<file path="src/core/ddrmr_pkg.sv">
`default_nettype none
// ---------------------------------------------------------------
// Shared constants of the mode register block
// ---------------------------------------------------------------
package ddrmr_pkg;
  // Clock period and derived timing
  localparam int CLK_PERIOD_PS = 5000;
  localparam int TRP_PS = 15000;          // Precharge time
  localparam int TRP_CYC = (TRP_PS + CLK_PERIOD_PS - 1) / CLK_PERIOD_PS;
  localparam logic [5:0] TRP_CYC_W = 6'(TRP_CYC);
  localparam logic [5:0] CWL_CYC = 6'h05; // Write latency base, fixed

  // Bank codes that select a mode register
  localparam logic [2:0] BA_BURST_LAT = 3'h0;
  localparam logic [2:0] BA_DLL_TERM = 3'h1;

  // Reset values of the two mode registers
  localparam logic [15:0] BURST_LAT_RST = 16'h0000;
  localparam logic [15:0] DLL_TERM_RST = 16'h0000;

  // Burst/latency register field positions
  localparam int BL_LO = 0;               // Burst length field, 2 bits
  localparam int CL_EXT = 2;              // Latency extension bit
  localparam int BT_BIT = 3;              // Interleaved burst order
  localparam int CL_LO = 4;               // Latency field, 3 bits
  localparam int TM_BIT = 7;              // Manufacturer test mode
  localparam int DLLRST_BIT = 8;          // Self-clearing DLL reset
  localparam int WR_LO = 9;               // Write recovery, 3 bits
  localparam int PPD_BIT = 12;            // Power-down fast exit

  // DLL/termination register field positions
  localparam int DLLDIS_BIT = 0;          // 1 disables the DLL
  localparam int AL_LO = 3;               // Additive latency, 2 bits
  localparam int QOFF_BIT = 12;           // Output disable

  // Burst length encodings
  localparam logic [1:0] BL_EIGHT = 2'h0;
  localparam logic [1:0] BL_OTF = 2'h1;
  localparam logic [1:0] BL_CHOP = 2'h2;

  // Latency arithmetic
  localparam logic [4:0] CL_BASE = 5'h04;
  localparam logic [4:0] CL_EXT_ADD = 5'h08;
  localparam logic [2:0] LAST_BEAT = 3'h7;
  localparam logic [2:0] CHOP_LAST = 3'h3;
  localparam logic [2:0] COMMIT_EARLY = 3'h5; // Two beats before the end

  // Write recovery lookup, indexed by the 3-bit code
  localparam logic [4:0] WR_TABLE [8] = '{
    5'h10, 5'h05, 5'h06, 5'h07, 5'h08, 5'h0A, 5'h0C, 5'h0E
  };

  // Burst sequencer states, one-hot
  typedef enum logic [2:0] {
    DDRMR_IDLE = 3'h1,
    DDRMR_WAIT = 3'h2,
    DDRMR_BURST = 3'h4
  } ddrmr_state_e;
endpackage : ddrmr_pkg
`default_nettype wire

</file>
<file path="src/core/ddrmr_col_gen.sv">
`default_nettype none
// ---------------------------------------------------------------
// Column order within one burst
// ---------------------------------------------------------------
module ddrmr_col_gen (
  input wire logic [2:0] start_i,
  input wire logic [2:0] beat_i,
  input wire logic interleave_i,
  input wire logic write_i,
  input wire logic chop_i,
  output logic [2:0] col_o
);
  logic [1:0] low_sum; // Wrapping sum inside a group of four

  // Order is pure combinational, the caller registers it
  always_comb begin
    low_sum = 2'(start_i[1:0] + beat_i[1:0]);
    if (write_i) begin
      // Writes ignore low start bits, chop keeps only A2
      col_o = chop_i ? {start_i[2], beat_i[1:0]} : beat_i;
    end else if (interleave_i) begin
      col_o = start_i ^ beat_i; // Interleaved order
    end else begin
      col_o = {start_i[2] ^ beat_i[2], low_sum}; // Sequential
    end
  end
endmodule : ddrmr_col_gen
`default_nettype wire

</file>
<file path="src/core/ddrmr_top.sv">
`default_nettype none
// Notes on behaviour
// - Recovery plus precharge gives auto-precharge delay.
// - Data starts whole read latency after command.
// - A3 picks sequential or interleaved order.
// - A1-A0 pick chop, eight, or per-command.
// - Read order wraps or exclusive-ORs start.
// - Chopped read drives four beats then floats.
// - Writes use natural order, chop uses A2.
// - Fixed chop commits write two cycles earlier.
// - DLL reset bit clears itself after use.
// - A12 chooses frozen or running DLL power-down.
// - DLL stops in self refresh, resumes after.
// - Writes need DLL only with write termination.
// - A4-A3 add zero, latency minus one or two.
module ddrmr_top (
  input wire logic clk_i,
  input wire logic reset_n_i,
  input wire logic cke_i,          // Clock enable from controller
  input wire logic cs_n_i,         // Command pins, on this clock
  input wire logic ras_n_i,
  input wire logic cas_n_i,
  input wire logic we_n_i,
  input wire logic [2:0] ba_i,
  input wire logic [15:0] addr_i,
  input wire logic rtt_wr_en_i,    // Write termination is enabled
  output logic rd_oe_o,            // Data and strobe drivers on
  output logic [2:0] rd_col_o,     // Column of the beat driven
  output logic wr_take_o,          // A write beat is captured
  output logic [2:0] wr_col_o,     // Column of the captured beat
  output logic wr_commit_o,        // Internal write start pulse
  output logic dll_reset_o,        // DLL reset pulse
  output logic dll_active_o,       // DLL running
  output logic fast_pd_exit_o,     // Short power-down exit delay
  output logic test_mode_o,        // Test mode selected
  output logic write_needs_dll_o,  // Writes rely on the DLL
  output logic [4:0] cas_lat_o,
  output logic [4:0] add_lat_o,
  output logic [5:0] rd_lat_o,
  output logic [4:0] wr_rec_o,
  output logic [5:0] ap_wr_delay_o
);
  import ddrmr_pkg::*;

  // ---------------------------------------------------------------
  // State
  // ---------------------------------------------------------------
  typedef struct packed {
    logic [15:0] burst_latency_config_reg;
    logic [15:0] dll_termination_config_reg;
    logic cke_prev;                // Clock enable one cycle ago
    logic self_ref;                // In self refresh
    logic pwr_down;                // In power-down
    ddrmr_state_e rd_state;
    logic [5:0] rd_cnt;            // Latency countdown
    logic [2:0] rd_beat;
    logic [2:0] rd_start;
    logic rd_chop;
    ddrmr_state_e wr_state;
    logic [5:0] wr_cnt;
    logic [2:0] wr_beat;
    logic [2:0] wr_start;
    logic wr_chop;
    logic wr_fixed_chop;           // Chop set by mode, not command
    logic rd_oe;
    logic [2:0] rd_col;
    logic wr_take;
    logic [2:0] wr_col;
    logic wr_commit;
    logic dll_reset;
    logic dll_active;
    logic fast_pd;
    logic test_mode;
    logic wr_dll;
    logic [4:0] cas_lat;
    logic [4:0] add_lat;
    logic [5:0] rd_lat;
    logic [4:0] wr_rec;
    logic [5:0] ap_delay;
  } ddrmr_state_s;

  ddrmr_state_s s_q;
  ddrmr_state_s s_d;

  // ---------------------------------------------------------------
  // Command decode and burst column order
  // ---------------------------------------------------------------
  logic sel;       // Chip selected
  logic cmd_mrs;   // Mode register set
  logic cmd_ref;   // Refresh, self refresh when CKE falls
  logic cmd_rd;
  logic cmd_wr;
  logic rd_chop_cmd;
  logic [2:0] rd_col_next;
  logic [2:0] wr_col_next;
  logic [2:0] rd_beat_next;
  logic [2:0] wr_beat_next;

  assign sel = ~cs_n_i & s_q.cke_prev;
  assign cmd_mrs = sel & ~ras_n_i & ~cas_n_i & ~we_n_i;
  assign cmd_ref = sel & ~ras_n_i & ~cas_n_i & we_n_i;
  assign cmd_rd = sel & ras_n_i & ~cas_n_i & we_n_i & cke_i;
  assign cmd_wr = sel & ras_n_i & ~cas_n_i & ~we_n_i & cke_i;

  // Chop either fixed by mode or taken from A12 per command
  always_comb begin
    case (s_q.burst_latency_config_reg[BL_LO +: 2])
      BL_CHOP: rd_chop_cmd = 1'b1;
      BL_OTF: rd_chop_cmd = ~addr_i[12];
      default: rd_chop_cmd = 1'b0;
    endcase
  end

  // Beat that the next clock will present
  assign rd_beat_next = (s_q.rd_state == DDRMR_WAIT) ? 3'h0
                      : 3'(s_q.rd_beat + 3'h1);
  assign wr_beat_next = (s_q.wr_state == DDRMR_WAIT) ? 3'h0
                      : 3'(s_q.wr_beat + 3'h1);

  // Read column order
  ddrmr_col_gen u_rd_col (
    .start_i(s_q.rd_start),
    .beat_i(rd_beat_next),
    .interleave_i(s_q.burst_latency_config_reg[BT_BIT]),
    .write_i(1'b0),
    .chop_i(s_q.rd_chop),
    .col_o(rd_col_next)
  );

  // Write column order
  ddrmr_col_gen u_wr_col (
    .start_i(s_q.wr_start),
    .beat_i(wr_beat_next),
    .interleave_i(s_q.burst_latency_config_reg[BT_BIT]),
    .write_i(1'b1),
    .chop_i(s_q.wr_chop),
    .col_o(wr_col_next)
  );

  // ---------------------------------------------------------------
  // Next state
  // ---------------------------------------------------------------
  always_comb begin
    logic [4:0] cl;
    logic [4:0] al;
    logic [2:0] wr_end;
    cl = 5'h00;
    al = 5'h00;
    wr_end = LAST_BEAT;
    s_d = s_q;
    s_d.cke_prev = cke_i;
    s_d.dll_reset = 1'b0;
    s_d.wr_commit = 1'b0;
    s_d.wr_take = 1'b0;

    // Mode registers change only on their own command, except the self-clearing DLL reset bit
    if (cmd_mrs && ba_i == BA_BURST_LAT) begin
      s_d.burst_latency_config_reg = addr_i;
    end else if (cmd_mrs && ba_i == BA_DLL_TERM) begin
      s_d.dll_termination_config_reg = addr_i;
    end else if (s_q.burst_latency_config_reg[DLLRST_BIT]) begin
      // Reset issued last cycle, the bit drops back to zero
      s_d.burst_latency_config_reg[DLLRST_BIT] = 1'b0;
    end
    // Pulse once per reset request
    s_d.dll_reset = cmd_mrs && ba_i == BA_BURST_LAT
                    && addr_i[DLLRST_BIT];

    // Self refresh entry and exit, power-down otherwise
    if (cmd_ref && !cke_i) begin
      s_d.self_ref = 1'b1;
    end else if (cke_i) begin
      s_d.self_ref = 1'b0;
      s_d.pwr_down = 1'b0;
    end else if (s_q.cke_prev && !s_q.self_ref) begin
      s_d.pwr_down = 1'b1;
    end

    // DLL stops in self refresh and in slow-exit power-down
    s_d.dll_active = ~s_q.dll_termination_config_reg[DLLDIS_BIT]
                     & ~s_q.self_ref
                     & ~(s_q.pwr_down
                         & ~s_q.burst_latency_config_reg[PPD_BIT]);
    s_d.fast_pd = s_q.burst_latency_config_reg[PPD_BIT];
    s_d.test_mode = s_q.burst_latency_config_reg[TM_BIT];
    // Only write termination ties writes to the DLL
    s_d.wr_dll = rtt_wr_en_i;

    // Latency decode; reserved additive code reads as zero
    cl = 5'(CL_BASE + {2'h0, s_q.burst_latency_config_reg[CL_LO +: 3]});
    if (s_q.burst_latency_config_reg[CL_EXT]) begin
      cl = 5'(cl + CL_EXT_ADD);
    end
    case (s_q.dll_termination_config_reg[AL_LO +: 2])
      2'h1: al = 5'(cl - 5'h01);
      2'h2: al = 5'(cl - 5'h02);
      default: al = 5'h00;
    endcase
    s_d.cas_lat = cl;
    s_d.add_lat = al;
    s_d.rd_lat = 6'({1'b0, al} + {1'b0, cl});
    s_d.wr_rec = WR_TABLE[s_q.burst_latency_config_reg[WR_LO +: 3]];
    s_d.ap_delay = 6'({1'b0, s_d.wr_rec} + TRP_CYC_W);

    // Read sequencer: one read in flight, later ones dropped
    case (s_q.rd_state)
      DDRMR_IDLE: begin
        s_d.rd_oe = 1'b0;
        if (cmd_rd) begin
          s_d.rd_state = DDRMR_WAIT;
          s_d.rd_cnt = s_q.rd_lat;
          s_d.rd_start = addr_i[2:0];
          s_d.rd_chop = rd_chop_cmd;
        end
      end
      DDRMR_WAIT: begin
        s_d.rd_cnt = 6'(s_q.rd_cnt - 6'h01);
        if (s_q.rd_cnt <= 6'h01) begin
          s_d.rd_state = DDRMR_BURST;
          s_d.rd_beat = rd_beat_next;
          s_d.rd_col = rd_col_next;
          // Drivers stay off while outputs are disabled
          s_d.rd_oe = ~s_q.dll_termination_config_reg[QOFF_BIT];
        end
      end
      DDRMR_BURST: begin
        s_d.rd_beat = rd_beat_next;
        s_d.rd_col = rd_col_next;
        if (s_q.rd_beat == CHOP_LAST && s_q.rd_chop) begin
          s_d.rd_oe = 1'b0; // Float for the last four slots
        end
        if (s_q.rd_beat == LAST_BEAT) begin
          s_d.rd_state = DDRMR_IDLE;
          s_d.rd_oe = 1'b0;
        end
      end
      default: begin
        s_d.rd_state = DDRMR_IDLE;
        s_d.rd_oe = 1'b0;
      end
    endcase
    // Write sequencer, same latency shape with the write base
    wr_end = s_q.wr_fixed_chop ? COMMIT_EARLY : LAST_BEAT;
    case (s_q.wr_state)
      DDRMR_IDLE: begin
        if (cmd_wr) begin
          s_d.wr_state = DDRMR_WAIT;
          s_d.wr_cnt = 6'({1'b0, s_q.add_lat} + CWL_CYC);
          s_d.wr_start = addr_i[2:0];
          s_d.wr_chop = rd_chop_cmd;
          s_d.wr_fixed_chop =
            s_q.burst_latency_config_reg[BL_LO +: 2] == BL_CHOP;
        end
      end
      DDRMR_WAIT: begin
        s_d.wr_cnt = 6'(s_q.wr_cnt - 6'h01);
        if (s_q.wr_cnt <= 6'h01) begin
          s_d.wr_state = DDRMR_BURST;
          s_d.wr_beat = wr_beat_next;
          s_d.wr_col = wr_col_next;
          s_d.wr_take = 1'b1;
        end
      end
      DDRMR_BURST: begin
        s_d.wr_beat = wr_beat_next;
        s_d.wr_col = wr_col_next;
        // Beats after a chop are don't-care and not captured
        s_d.wr_take = ~(s_q.wr_chop && s_q.wr_beat >= CHOP_LAST)
                      && s_q.wr_beat != LAST_BEAT;
        // Fixed chop starts the internal write two beats early
        s_d.wr_commit = (s_q.wr_beat == wr_end);
        if (s_q.wr_beat == LAST_BEAT) begin
          s_d.wr_state = DDRMR_IDLE;
        end
      end
      default: s_d.wr_state = DDRMR_IDLE;
    endcase
  end

  // ---------------------------------------------------------------
  // Registers
  // ---------------------------------------------------------------
  // Settings start from zero; controller must program both first
  always_ff @(posedge clk_i or negedge reset_n_i) begin
    if (!reset_n_i) begin
      s_q <= '0;
      s_q.burst_latency_config_reg <= BURST_LAT_RST;
      s_q.dll_termination_config_reg <= DLL_TERM_RST;
      s_q.rd_state <= DDRMR_IDLE;
      s_q.wr_state <= DDRMR_IDLE;
    end else begin
      s_q <= s_d;
    end
  end

  // Outputs, each straight from a flip-flop
  assign rd_oe_o = s_q.rd_oe;
  assign rd_col_o = s_q.rd_col;
  assign wr_take_o = s_q.wr_take;
  assign wr_col_o = s_q.wr_col;
  assign wr_commit_o = s_q.wr_commit;
  assign dll_reset_o = s_q.dll_reset;
  assign dll_active_o = s_q.dll_active;
  assign fast_pd_exit_o = s_q.fast_pd;
  assign test_mode_o = s_q.test_mode;
  assign write_needs_dll_o = s_q.wr_dll;
  assign cas_lat_o = s_q.cas_lat;
  assign add_lat_o = s_q.add_lat;
  assign rd_lat_o = s_q.rd_lat;
  assign wr_rec_o = s_q.wr_rec;
  assign ap_wr_delay_o = s_q.ap_delay;
endmodule : ddrmr_top
`default_nettype wire

</file>
<file path="config.mk">
export PLATFORM = sky130hd
export DESIGN_NAME = ddrmr_top
export DESIGN_NICKNAME = d
export VERILOG_FILES = /design/src/core/ddrmr_pkg.sv /design/src/core/ddrmr_col_gen.sv /design/src/core/ddrmr_top.sv
export SDC_FILE = /design/constraint.sdc
export NUM_CORES = 1
export LEC_CHECK = 0
export ABC_CLOCK_PERIOD_IN_PS = 3300
export BUFFER_PORTS_ARGS = -buffer_cell sky130_fd_sc_hd__buf_4
export CAP_MARGIN = 15
export CORE_UTILIZATION = 61
export DETAILED_ROUTE_END_ITERATION = 10
export PLACE_DENSITY = 0.95
export SETUP_SLACK_MARGIN = 0.3
export SLEW_MARGIN = 20
export SYNTH_ARGS = -nofsm -noshare
export SYNTH_HDL_FRONTEND = slang
export SYNTH_SLANG_ARGS = --single-unit
</file>
<file path="constraint.sdc">
create_clock -name clk_i -period 3.3 [get_ports clk_i]
set_input_delay 0.99 -clock clk_i [delete_from_list [all_inputs] [get_ports clk_i]]
set_output_delay 0.99 -clock clk_i [all_outputs]
set_load 0.05 [all_outputs]
</file>
# Word level (Yosys, flattened, before mapping)
# Memories as Yosys holds them, arrays and structs flattened.
# Index checks and enable logic that the tools add are counted.
dict set report classes {
  addsub 12
  magnitude_cmp 4
  eq_ne 23
  n_mux 36
  bitwise 30
  reduce_logical 28
}
# operator n
set ops {}
lappend ops {{$mux W3} 10}
lappend ops {{$pmux W6 S2} 2}
lappend ops {{$mux W9} 2}
lappend ops {{$pmux W3 S2} 3}
lappend ops {{$pmux W3 S3} 2}
lappend ops {{$reduce_and A2 Y1} 9}
lappend ops {{$mux W5} 3}
lappend ops {{$and A1 B1 Y1} 14}
lappend ops {{$not A1 Y1} 13}
lappend ops {{$eq A3 B3 Y1 const B} 4}
lappend ops {{$le A6 B1 Y1 const B} 2}
lappend ops {{$reduce_bool A2 Y1} 6}
lappend ops {{$sub A6 B1 Y6 const B} 2}
lappend ops {{$pmux W5 S2} 1}
lappend ops {{$eq A3 B1 Y1 const B} 3}
lappend ops {{$eq A3 B2 Y1 const B} 3}
lappend ops {{$logic_and A1 B1 Y1} 8}
lappend ops {{$mux W4} 2}
lappend ops {{$ne A2 B2 Y1 const B} 4}
lappend ops {{$pmux W4 S2} 1}
lappend ops {{$mux W1} 7}
lappend ops {{$add A3 B1 Y3 const B} 2}
lappend ops {{$add A5 B2 Y6 const B} 1}
lappend ops {{$add A5 B3 Y6 const B} 1}
lappend ops {{other kinds (21)} 28}
dict set report totals {
  register_bits 102
  mem_bits_ro 40
  inputBits 27
  output_inout_bits 41
  elab_cells 165
  mem_count 1
}
# name words word_bits read_ports rd_clocked_by_memory_dff wr line
set memory_table {}
lappend memory_table {{(name not given)} 8 5 1 0 0 ddrmr_top.sv:202} ;# s_d.wr_rec = WR_TABLE[s_q.burst_latency_config_reg[WR_LO +: 3]];

# Logic depth before layout (Yosys ltp)
# Gate-level depths: netlist of the first run.
dict set report depth {
  ltp_word 8
  mapped_depth 9
  depth_no_buf 9
}

# Hierarchy
# A second synthesis of the first run with hierarchy kept.
dict set report unflattened {
  hier_cells 420
  hier_area_um2 4670.7
}
# module instances cells_per_inst area_each_um2 seq_area_each_um2
set by_module_without_submodules {}
lappend by_module_without_submodules {ddrmr_top 1 398 4483.0 2329.7}
lappend by_module_without_submodules {ddrmr_col_gen 2 11 93.8 0.0}

# Least setup slack after synthesis of the first run
# OpenSTA, ideal clock, no wires.
dict set report synth_path {
  kind {input to register}
  startpoint {in cs_n_i}
  endpoint {reg s_q (netlist bit s_d[28])}
  setup_ps 125
  arrival_ps 2058
  path_slack_ps 1117
  cell_stages 5
  cell_sequence {nor3b_2 > and3_1 > and2b_1 > buf_4 > mux2_2}
}
dict set report synth_between {
  elab_chain_len 6
}
# element line
set synth_lines {}
lappend synth_lines {{from (decl)} ddrmr_top.sv:20} ;# input wire logic cs_n_i,
lappend synth_lines {{$not A1 Y1} ddrmr_top.sv:99} ;# assign sel = ~cs_n_i & s_q.cke_prev;
lappend synth_lines {{$and A1 B1 Y1} ddrmr_top.sv:99}
lappend synth_lines {{$and A1 B1 Y1 (3 in a row)} ddrmr_top.sv:100} ;# assign cmd_mrs = sel & ~ras_n_i & ~cas_n_i & ~we_n_i;
lappend synth_lines {{$logic_and A1 B1 Y1} ddrmr_top.sv:157} ;# if (cmd_mrs && ba_i == BA_BURST_LAT) begin
lappend synth_lines {{to (decl)} ddrmr_top.sv:82} ;# ddrmr_state_s s_q;
# Every way passes these cells.
# A chain may end at the register's enable or synchronous reset.

# Final worst setup path of the first run
dict set report layout_path {
  startpoint {in cs_n_i}
  endpoint {reg s_q[98] (netlist bit)}
}
# The elaborated chain is that of the path after synthesis.

==> impl_metrics.json, run 1 <==
{
  "outcome": "finished clean",
  "synth-seq-area-share": 0.503,
  "root_buffer": "clkbuf_8",
  "cp_max_fo": 13,
  "num-nets-final": 495,
  "cts_tree": "done",
  "reg2regPathDepth": 9,
  "synth-async-reset-ratio": 1.00,
  "ys_ff_latch": 91,
  "antenna_left": 0,
  "ys_warn_count": 0,
  "n_antenna_cell": 0,
  "grt_max_degree": 55,
  "wl_per_cell_um": 17.3,
  "hp-class": "reg -> reg",
  "cts_setup_buffers": 0,
  "syn_avg_cell_area_um2": 11.2,
  "synth_common_cells": "dfrtp_1 (89), buf_4 (36), nand2_1 (32)",
  "synthCells": 405,
  "power_density_mw_per_mm2": 530,
  "crit_path_start_kind": "input pin",
  "crit_type": "in -> reg",
  "area_growth_pct": 12.7,
  "drt_first_pass_iters": 4,
  "skew_ps": 8.83,
  "maxCapViolCount": 0,
  "synth_area_mm2": 0.00453,
  "synth_top_cell_by_area": "dfrtp_1",
  "clk_path_buf_depth": 2,
  "required_ps": 3560,
  "via_per_inst": 5.79,
  "use_met2": 0.444,
  "met1_usage": 0.319,
  "die_h_um": 88.2,
  "tightest_slew_ps": 645,
  "htree_levels": 3,
  "arrival_ps": 2560,
  "totalWireLength_um": 9420,
  "setup_viol": 0,
  "synth_area_leaders": "dfrtp_1 (49%), ha_1 (7.2%), buf_4 (6.0%), mux2_2 (5.5%), nand2_1 (2.7%)",
  "synth_edf_count": 0,
  "drc": 0,
  "cts_hold_buf": 0,
  "row_count": 31,
  "slew-limit-headroom": 0.568,
  "cts_buffers": 9,
  "synthFlopType": "dfrtp_1",
  "vias": 3157,
  "grt_pass1_wl_um": 15100,
  "dp.final_hpwl_um": 6590,
  "cts.clk_slew.worst_paths_ps": 90,
  "cts_sinks": 91,
  "io_buffer_count": 64,
  "leakagePower_nw": 2.46,
  "initialDrtViolationCount": 250,
  "gp_congestion": 0.872,
  "end_kind": "flop",
  "design_area_mm2": 0.00511,
  "rsz0062_at_grt": "false",
  "post-synth-top-count-cell": "dfrtp_1",
  "whs_ps": 394,
  "hold_viol": 0,
  "yosys.area.top_type_share": 0.491,
  "cts.repair.resized": 0,
  "min_path_cells": 0,
  "top_level_ports": 68,
  "multiInputGateArea_mm2": 0.00187,
  "layout.area.seq_mm2": 0.00228,
  "dieArea_mm2": 0.00778,
  "die_w_um": 88.2,
  "syn_nets": 459,
  "drv_slew": 0,
  "irDropWorstVdd_uv": 254,
  "grt_pass1_vias": 3193,
  "layout_min_cycle_time_ps": 2310,
  "initial_core_util": 0.628,
  "drive_gt1_frac": 0.285,
  "antenna_found_initial": 0,
  "fmax_ghz": 0.434,
  "post_dp_cell_area_mm2": 0.00487,
  "core_area_mm2": 0.00721,
  "grt_use_met3": 0.0575,
  "grt_remaining_overflow": 0,
  "min_period_over_period": 0.699,
  "synth.lib_cells_used.distinct": 58,
  "clk_latency_ps": 370,
  "track_usage": 0.263,
  "grt_busiest_layer": "met2",
  "fin_setup_tns_ps": 0,
  "fillers": 489
}
[flip-flops by register name, summed over array words and instances (netlist names), 2 cells and up]
register,count
cas_lat_o,5
add_lat_o,5
wr_col_o,3
ap_wr_delay_o,6
s_q,48
wr_rec_o,5
s_d,2
rd_lat_o,6
rd_col_o,3
[kinds of logic (layout without fill, tap and decap cells)]
group                      count (synthesis)  in the layout  synth area share
AOI/OAI and AO/OA                         62             62            0.0925
and+or+nand+nor                          121            121             0.155
adders and majority gates                 27             27            0.0762
other                                      1              1          0.000827
xor gates and xnor gates                  12             12            0.0232
buffers and inverters                     65            106            0.0850
DFF                                       91             91             0.503
muxes                                     26             26            0.0646
[per-layer routing]
metal	share of wire	routed length, um	vias up
met2	0.51	4850	119
met4	0.038	361	0
met1	0.40	3790	1569
met3	0.044	415	34
met5	0	0	-
li1	-	-	1435
[cells in the final DEF (no fill, tap or decap), types with 4 or more instances in the layout]
| master | n |
|---|---|
| nor2_1 | 26 |
| nand3b_1 | 4 |
| a21oi_1 | 18 |
| o31ai_1 | 5 |
| xnor2_1 | 9 |
| dfrtp_1 | 89 |
| buf_4 | 65 |
| or3_1 | 5 |
| nand2b_1 | 8 |
| nand3_1 | 9 |
| inv_1 | 24 |
| nor3_1 | 8 |
| o21ai_0 | 9 |
| ha_1 | 26 |
| o211ai_1 | 4 |
| clkbuf_8 | 9 |
| mux2_2 | 22 |
| nand2_1 | 32 |
[final cells by class]
| class | instances | area share |
|---|---|---|
| Inverter | 24 | 0.0176 |
| Tap cell | 99 | 0.0242 |
| Timing Repair Buffer | 66 | 0.0994 |
| Clock buffer | 9 | 0.0242 |
| Sequential cell | 91 | 0.446 |
| Clock inverter | 7 | 0.0228 |
| Multi-Input combinational cell | 249 | 0.365 |
[per-stage QoR]
stage / cells / setup WS, ps / power, W / utilization
after floorplan: 405 / 1120 / 0.00168 / -
after global placement: 529 / 713 / 0.00178 / 0.675
after detailed placement: 529 / 663 / 0.00181 / 0.675
after CTS: 545 / 1040 / 0.00271 / 0.708
after global routing: 545 / 921 / 0.00281 / 0.708
final: 545 / 995 / 0.00271 / 0.708
[power by group]
part,internal [W],switching [W]
clock network,0.000502,0.000410
registers,0.00121,0.0000883
logic,0.000183,0.000313
[path summary, 6_finish.rpt]
kind / slack (ps) / startpoint / end
setup / recovery: 990 / cs_n_i / s_q[98]$_DFFE_PN0P_
hold / removal: 390 / s_d[29]$_DFFE_PN0P_ / fast_pd_exit_o$_DFF_PN0_
setup reg to reg: 1070 / s_q[98]$_DFFE_PN0P_ / rd_lat_o[4]$_DFF_PN0_
hold reg to reg: 390 / s_d[29]$_DFFE_PN0P_ / fast_pd_exit_o$_DFF_PN0_
max in group asynchronous: 2050 / reset_n_i / s_q[55]$_DFFE_PN1P_
min in group asynchronous: 580 / reset_n_i / wr_col_o[1]$_DFFE_PN0P_
[critical path, cell delays in order]
cell	delay, ps
buf_4	120
nor3b_2	240
and3_1	240
and2b_1	550
mux2_2	410
(Power assumes the default switching activity.)
==> run 2: changes to the inputs <==
ABC_AREA = 1   (was unset)
ABC_CLOCK_PERIOD_IN_PS = 2410   (was 3300)
CORE_UTILIZATION = 58   (was 61)
PLACE_DENSITY = 0.91   (was 0.95)
clock period = 2.41 ns   (was 3.3 ns; I/O delays follow)
==> impl_metrics.json, run 2 <==
{
  "outcome": "finished clean",
  "antenna_left": 0,
  "fin_setup_tns_ps": 0,
  "grt_max_degree": 35,
  "vias": 3632,
  "yosys.area_share.simple": 0.232,
  "drv_slew": 0,
  "n_antenna_cell": 0,
  "post-synth-top-count-cell": "nand2_1",
  "worst-path-buf-inv": 1,
  "skew_ps": 14.2,
  "totalWireLength_um": 9810,
  "synth_top_family_by_area": "simple AND/OR/NAND/NOR gates",
  "antenna_found_initial": 0,
  "ys_warn_count": 0,
  "synth-xor-area-share": 0.0109,
  "synth_top_cell_by_area": "dfrtp_1",
  "area_growth_pct": 13.1,
  "cp_cell_sequence": "inv_1, ha_1, a21oi_1, o21ai_1, a21oi_4, ha_4, nand2_1, nand2_1, a31oi_2, xor2_1",
  "drc": 0,
  "cts_tree": "done",
  "core_area_mm2": 0.00789,
  "grt_pass1_vias": 3613,
  "ys_ff_latch": 91,
  "maxCapViolCount": 0,
  "critical-path-max-stage-delay_ps": 400,
  "synthCells": 539,
  "fillers": 547,
  "synth_area_leaders": "dfrtp_1 (46%), nand2_1 (10%), ha_1 (6.8%), inv_1 (5.7%), buf_4 (5.1%)",
  "layout_common_cells": "nand2_1 (132), dfrtp_1 (88), buf_4 (72)",
  "initialDrtViolationCount": 218,
  "dp.final_hpwl_um": 7060,
  "top_level_ports": 68,
  "leakagePower_nw": 2.87,
  "num-nets-final": 636,
  "end_kind": "flop",
  "dieArea_mm2": 0.00867,
  "track_usage": 0.243,
  "synthAdderAreaFrac": 0.0717,
  "yosys.area.top_type_share": 0.462,
  "fmax_ghz": 0.486,
  "drt_first_pass_iters": 5,
  "power_density_mw_per_mm2": 729,
  "drive_gt1_frac": 0.256,
  "grt_remaining_overflow": 0,
  "initial_core_util": 0.611,
  "syn_avg_cell_area_um2": 8.93,
  "clk_path_buf_depth": 2,
  "hold_viol": 0,
  "post_dp_cell_area_mm2": 0.00514,
  "largest_register": "s_q",
  "min_period_over_period": 0.853,
  "cts_sinks": 91,
  "cp_top_family": "compound AO/OA/AOI/OAI gates",
  "syn_nets": 593,
  "synth_common_cells": "nand2_1 (132), dfrtp_1 (89), inv_1 (73)",
  "layout_commonest_cell": "nand2_1",
  "cp_max_fo": 5,
  "crit_path_start_kind": "flop",
  "htree_levels": 3,
  "largest_reg_flops": 48,
  "synth_compound_area_frac": 0.0852,
  "gp_congestion": 0.880,
  "die_w_um": 93.1,
  "grt_pass1_wl_um": 16200,
  "synth_area_mm2": 0.00482,
  "synthMuxAreaShare": 0,
  "crit_type": "reg -> reg",
  "root_buffer": "clkbuf_8",
  "wl_per_cell_um": 14.2,
  "synth-seq-area-share": 0.473,
  "die_h_um": 93.1,
  "irDropWorstVdd_uv": 495,
  "design_area_mm2": 0.00545,
  "setup_viol": 0,
  "row_count": 32,
  "cp_slowest_cell": "dfrtp_2",
  "synthFlopType": "dfrtp_1",
  "io_buffer_count": 64,
  "synth_edf_count": 0,
  "arrival_ps": 2350,
  "cp_common_cell": "nand2_1",
  "via_per_inst": 5.27,
  "hp-class": "in -> async",
  "synth.lib_cells_used.distinct": 38,
  "synth-async-reset-ratio": 1.00,
  "cts_buffers": 9,
  "rsz0062_at_grt": "false",
  "cts.clk_slew.worst_paths_ps": 90,
  "clk_latency_ps": 370,
  "layout_min_cycle_time_ps": 2060,
  "required_ps": 2710
}
## run 2: cell types whose count changed after synthesis, moves of 16 or more
cell / change
o21ai_2: +17
inv_1: +49
nand2_1: +100
nand3_1: +26
mux2_2: -22
o21ai_0: +16
## run 2: routing by layer
metal,wire length [um],share of wire,vias up,global-route usage
met5,0,0,-,0
met4,312,0.032,0,0.132
met3,442,0.045,29,0.0382
met2,5120,0.52,117,0.418
met1,3930,0.40,1719,0.292
li1,-,-,1767,-
## run 2: where the power goes
group	switching (W)	leakage [nW]	internal, W
logic	0.000682	1.57	0.000369
clock network	0.000591	0.103	0.000496
registers	0.000131	1.20	0.00170
total	0.00140	2.87	0.00257
## run 2: final timing paths
check | start | end | slack [ps] | cells after the start
setup reg to reg | s_q[97]$_DFFE_PN0P_ | rd_lat_o[3]$_DFF_PN0_ | 350 | 10
hold reg to reg | s_d[28]$_DFFE_PN0P_ | test_mode_o$_DFF_PN0_ | 390 | 0
setup / recovery | s_q[97]$_DFFE_PN0P_ | rd_lat_o[3]$_DFF_PN0_ | 350 | 10
hold / removal | reset_n_i | write_needs_dll_o$_DFF_PN0_ | 250 | 1
max in group asynchronous | reset_n_i | rd_lat_o[2]$_DFF_PN0_ | 1580 | 2
min in group clk_i | s_d[28]$_DFFE_PN0P_ | test_mode_o$_DFF_PN0_ | 390 | 0
## run 2: logic make-up (layout without fill, tap and decap cells)
family                     after synthesis  count (layout)
other                                    1               1
and+or+nand+nor                        233             233
adders and majority gates               27              27
DFF                                     91              91
buffers and inverters                  115             163
AOI/OAI and AO/OA                       66              66
xor gates and xnor gates                 6               6
## run 2: metrics by stage
stage | std cells | setup slack (ps) | hold slack [ps] | utilization | total power [W]
final | 689 | 353 | 254 | 0.691 | 0.00397
after global routing | 689 | 240 | 263 | 0.691 | 0.00416
after CTS | 686 | 293 | 261 | 0.680 | 0.00396
after detailed placement | 668 | 251 | 369 | 0.652 | 0.00287
after global placement | 668 | 335 | 362 | 0.652 | 0.00281
after floorplan | 539 | 393 | 354 | - | 0.00264
## run 2: repair_timing
item | 4_1_cts | 5_1_grt
resized for setup | 2 | 18
endpoints found under the setup margin | 3 | 4
pin swaps | 1 | 8
setup buffers | 2 | 3
hold buffers | 0 | 0
## run 2: cell type report
type | count | area, um2 | area share
flip-flops and latches | 91 | 2280 | 0.419
clock buffers | 9 | 124 | 0.0227
repair buffers | 73 | 561 | 0.103
multi-input cells | 333 | 1990 | 0.366
clock inverters | 7 | 80.1 | 0.0147
inverters | 74 | 283 | 0.0519
well taps | 102 | 128 | 0.0234
==> run 3: changes to the inputs <==
CORE_UTILIZATION = 60   (was 58)
CTS_BUF_LIST = sky130_fd_sc_hd__clkbuf_4 sky130_fd_sc_hd__clkbuf_8   (was unset)
PLACE_DENSITY = 0.93   (was 0.91)
==> impl_metrics.json, run 3 (same netlist as run 2, synthesis figures left out) <==
{
  "drv_slew": 0,
  "irDropWorstVdd_uv": 546,
  "clk_latency_ps": 370,
  "whs_ps": 288,
  "critical-path-max-stage-delay_ps": 430,
  "required_ps": 2660,
  "cp_slowest_cell": "dfrtp_1",
  "totalWireLength_um": 9460,
  "reg2regPathDepth": 11,
  "cts_buffers": 9,
  "setup_viol": 0,
  "vias": 3606,
  "min_period_over_period": 0.859,
  "cp_max_fo": 4,
  "rsz0062_at_grt": "true",
  "io_buffer_count": 64,
  "initial_core_util": 0.623,
  "via_per_inst": 5.24,
  "r2r_end": "rd_lat_o[5]$_DFF_PN0_",
  "largest_reg_flops": 48,
  "end_kind": "flop",
  "drt_first_pass_iters": 5,
  "outcome": "finished clean",
  "post_dp_cell_area_mm2": 0.00514,
  "die_w_um": 91.6,
  "skew_ps": 10.9,
  "leakagePower_nw": 2.87,
  "dieArea_mm2": 0.00839,
  "area_growth_pct": 13.0,
  "clk_path_buf_depth": 2,
  "die_h_um": 91.6,
  "layout_min_cycle_time_ps": 2070,
  "cts.clk_slew.worst_paths_ps": 100,
  "design_area_mm2": 0.00544,
  "rrSetupSlack_ps": 340,
  "htree_levels": 3,
  "grt_max_degree": 36,
  "n_antenna_cell": 0,
  "drive_gt1_frac": 0.249,
  "antenna_found_initial": 0,
  "dp.final_hpwl_um": 6860,
  "p_total_w": 0.00396,
  "layout_commonest_cell": "nand2_1",
  "layout_common_cells": "nand2_1 (132), dfrtp_1 (88), inv_1 (71), buf_4 (71), nand3_1 (35)",
  "largest_register": "s_q",
  "root_buffer": "clkbuf_8",
  "initialDrtViolationCount": 205,
  "power_density_mw_per_mm2": 727,
  "top_level_ports": 68,
  "track_usage": 0.238,
  "core_area_mm2": 0.00773,
  "gp_congestion": 0.923,
  "drc": 0,
  "crit_path_start_kind": "flop",
  "cp_cell_sequence": "buf_4, ha_1, inv_1, a21oi_1, o21ai_0, a21oi_2, ha_1, nand2_1, inv_1, nand2_1, nand3_1",
  "cts_sinks": 91,
  "cts_hold_buf": 0,
  "fmax_ghz": 0.483,
  "grt_pass1_vias": 3461,
  "grt_remaining_overflow": 0,
  "hp-class": "in -> async",
  "antenna_left": 0,
  "crit_type": "reg -> reg",
  "cts_tree": "done",
  "num-nets-final": 635,
  "r2r-start": "s_q[99]$_DFFE_PN0P_",
  "wl_per_cell_um": 13.8,
  "grt_pass1_wl_um": 15500,
  "arrival_ps": 2320,
  "fin_setup_tns_ps": 0,
  "hold_viol": 0,
  "row_count": 32,
  "final_util": 0.704,
  "maxCapViolCount": 0
}
run 3: layer usage:
layer / share of wire / GRT usage
met5: 0 / 0
met4: 0.025 / 0.120
met3: 0.040 / 0.0444
met2: 0.52 / 0.413
met1: 0.41 / 0.283
run 3: repair_timing:
item                                    CTS  global route
buffers inserted                          3             1
gates resized for setup                   4            14
gates cloned                              0             0
pin swaps                                 1             7
endpoints found under the setup margin    1             3
run 3: how the worst max path moves through the flow:
stage / depth (start not counted) / endpoint / from
after floorplan: 9 / rd_lat_o[3]$_DFF_PN0_ / s_q[98]$_DFFE_PN0P_
after global placement: 8 / rd_lat_o[3]$_DFF_PN0_ / s_q[99]$_DFFE_PN0P_
after detailed placement: 9 / rd_lat_o[3]$_DFF_PN0_ / s_q[98]$_DFFE_PN0P_
after CTS: 10 / rd_lat_o[3]$_DFF_PN0_ / s_q[80]$_DFFE_PN0P_
after global routing: 11 / rd_lat_o[5]$_DFF_PN0_ / s_q[99]$_DFFE_PN0P_
final: 11 / rd_lat_o[5]$_DFF_PN0_ / s_q[99]$_DFFE_PN0P_
run 3: cell type report:
type                       count  area (um2)
fill                         574        2290
sequential                    91        2280
multi-input combinational    333        1990
timing repair buffer          72         553
inverter                      74         283
tap                          102         128
clock buffer                   9         124
clock inverter                 7        82.6
run 3: critical path: cells and delay by family (launching register included):
family	cells	cell delay [ps]
flops	1	430
compound gates	3	380
fa+ha+maj	2	540
simple gates	3	270
buf+inv	3	310
run 3: per-stage QoR:
step           worst slack, ps  cells
5_1_grt                    275    688
3_3_place_gp               346    668
3_5_place_dp               229    668
6_report                   341    688
2_1_floorplan              393    539
4_1_cts                    310    687
run 3: report_power, final:
group | internal [W] | switching (W) | leakage (nW)
clock network | 0.000499 | 0.000590 | 0.104
registers | 0.00170 | 0.000123 | 1.20
logic | 0.000367 | 0.000672 | 1.57
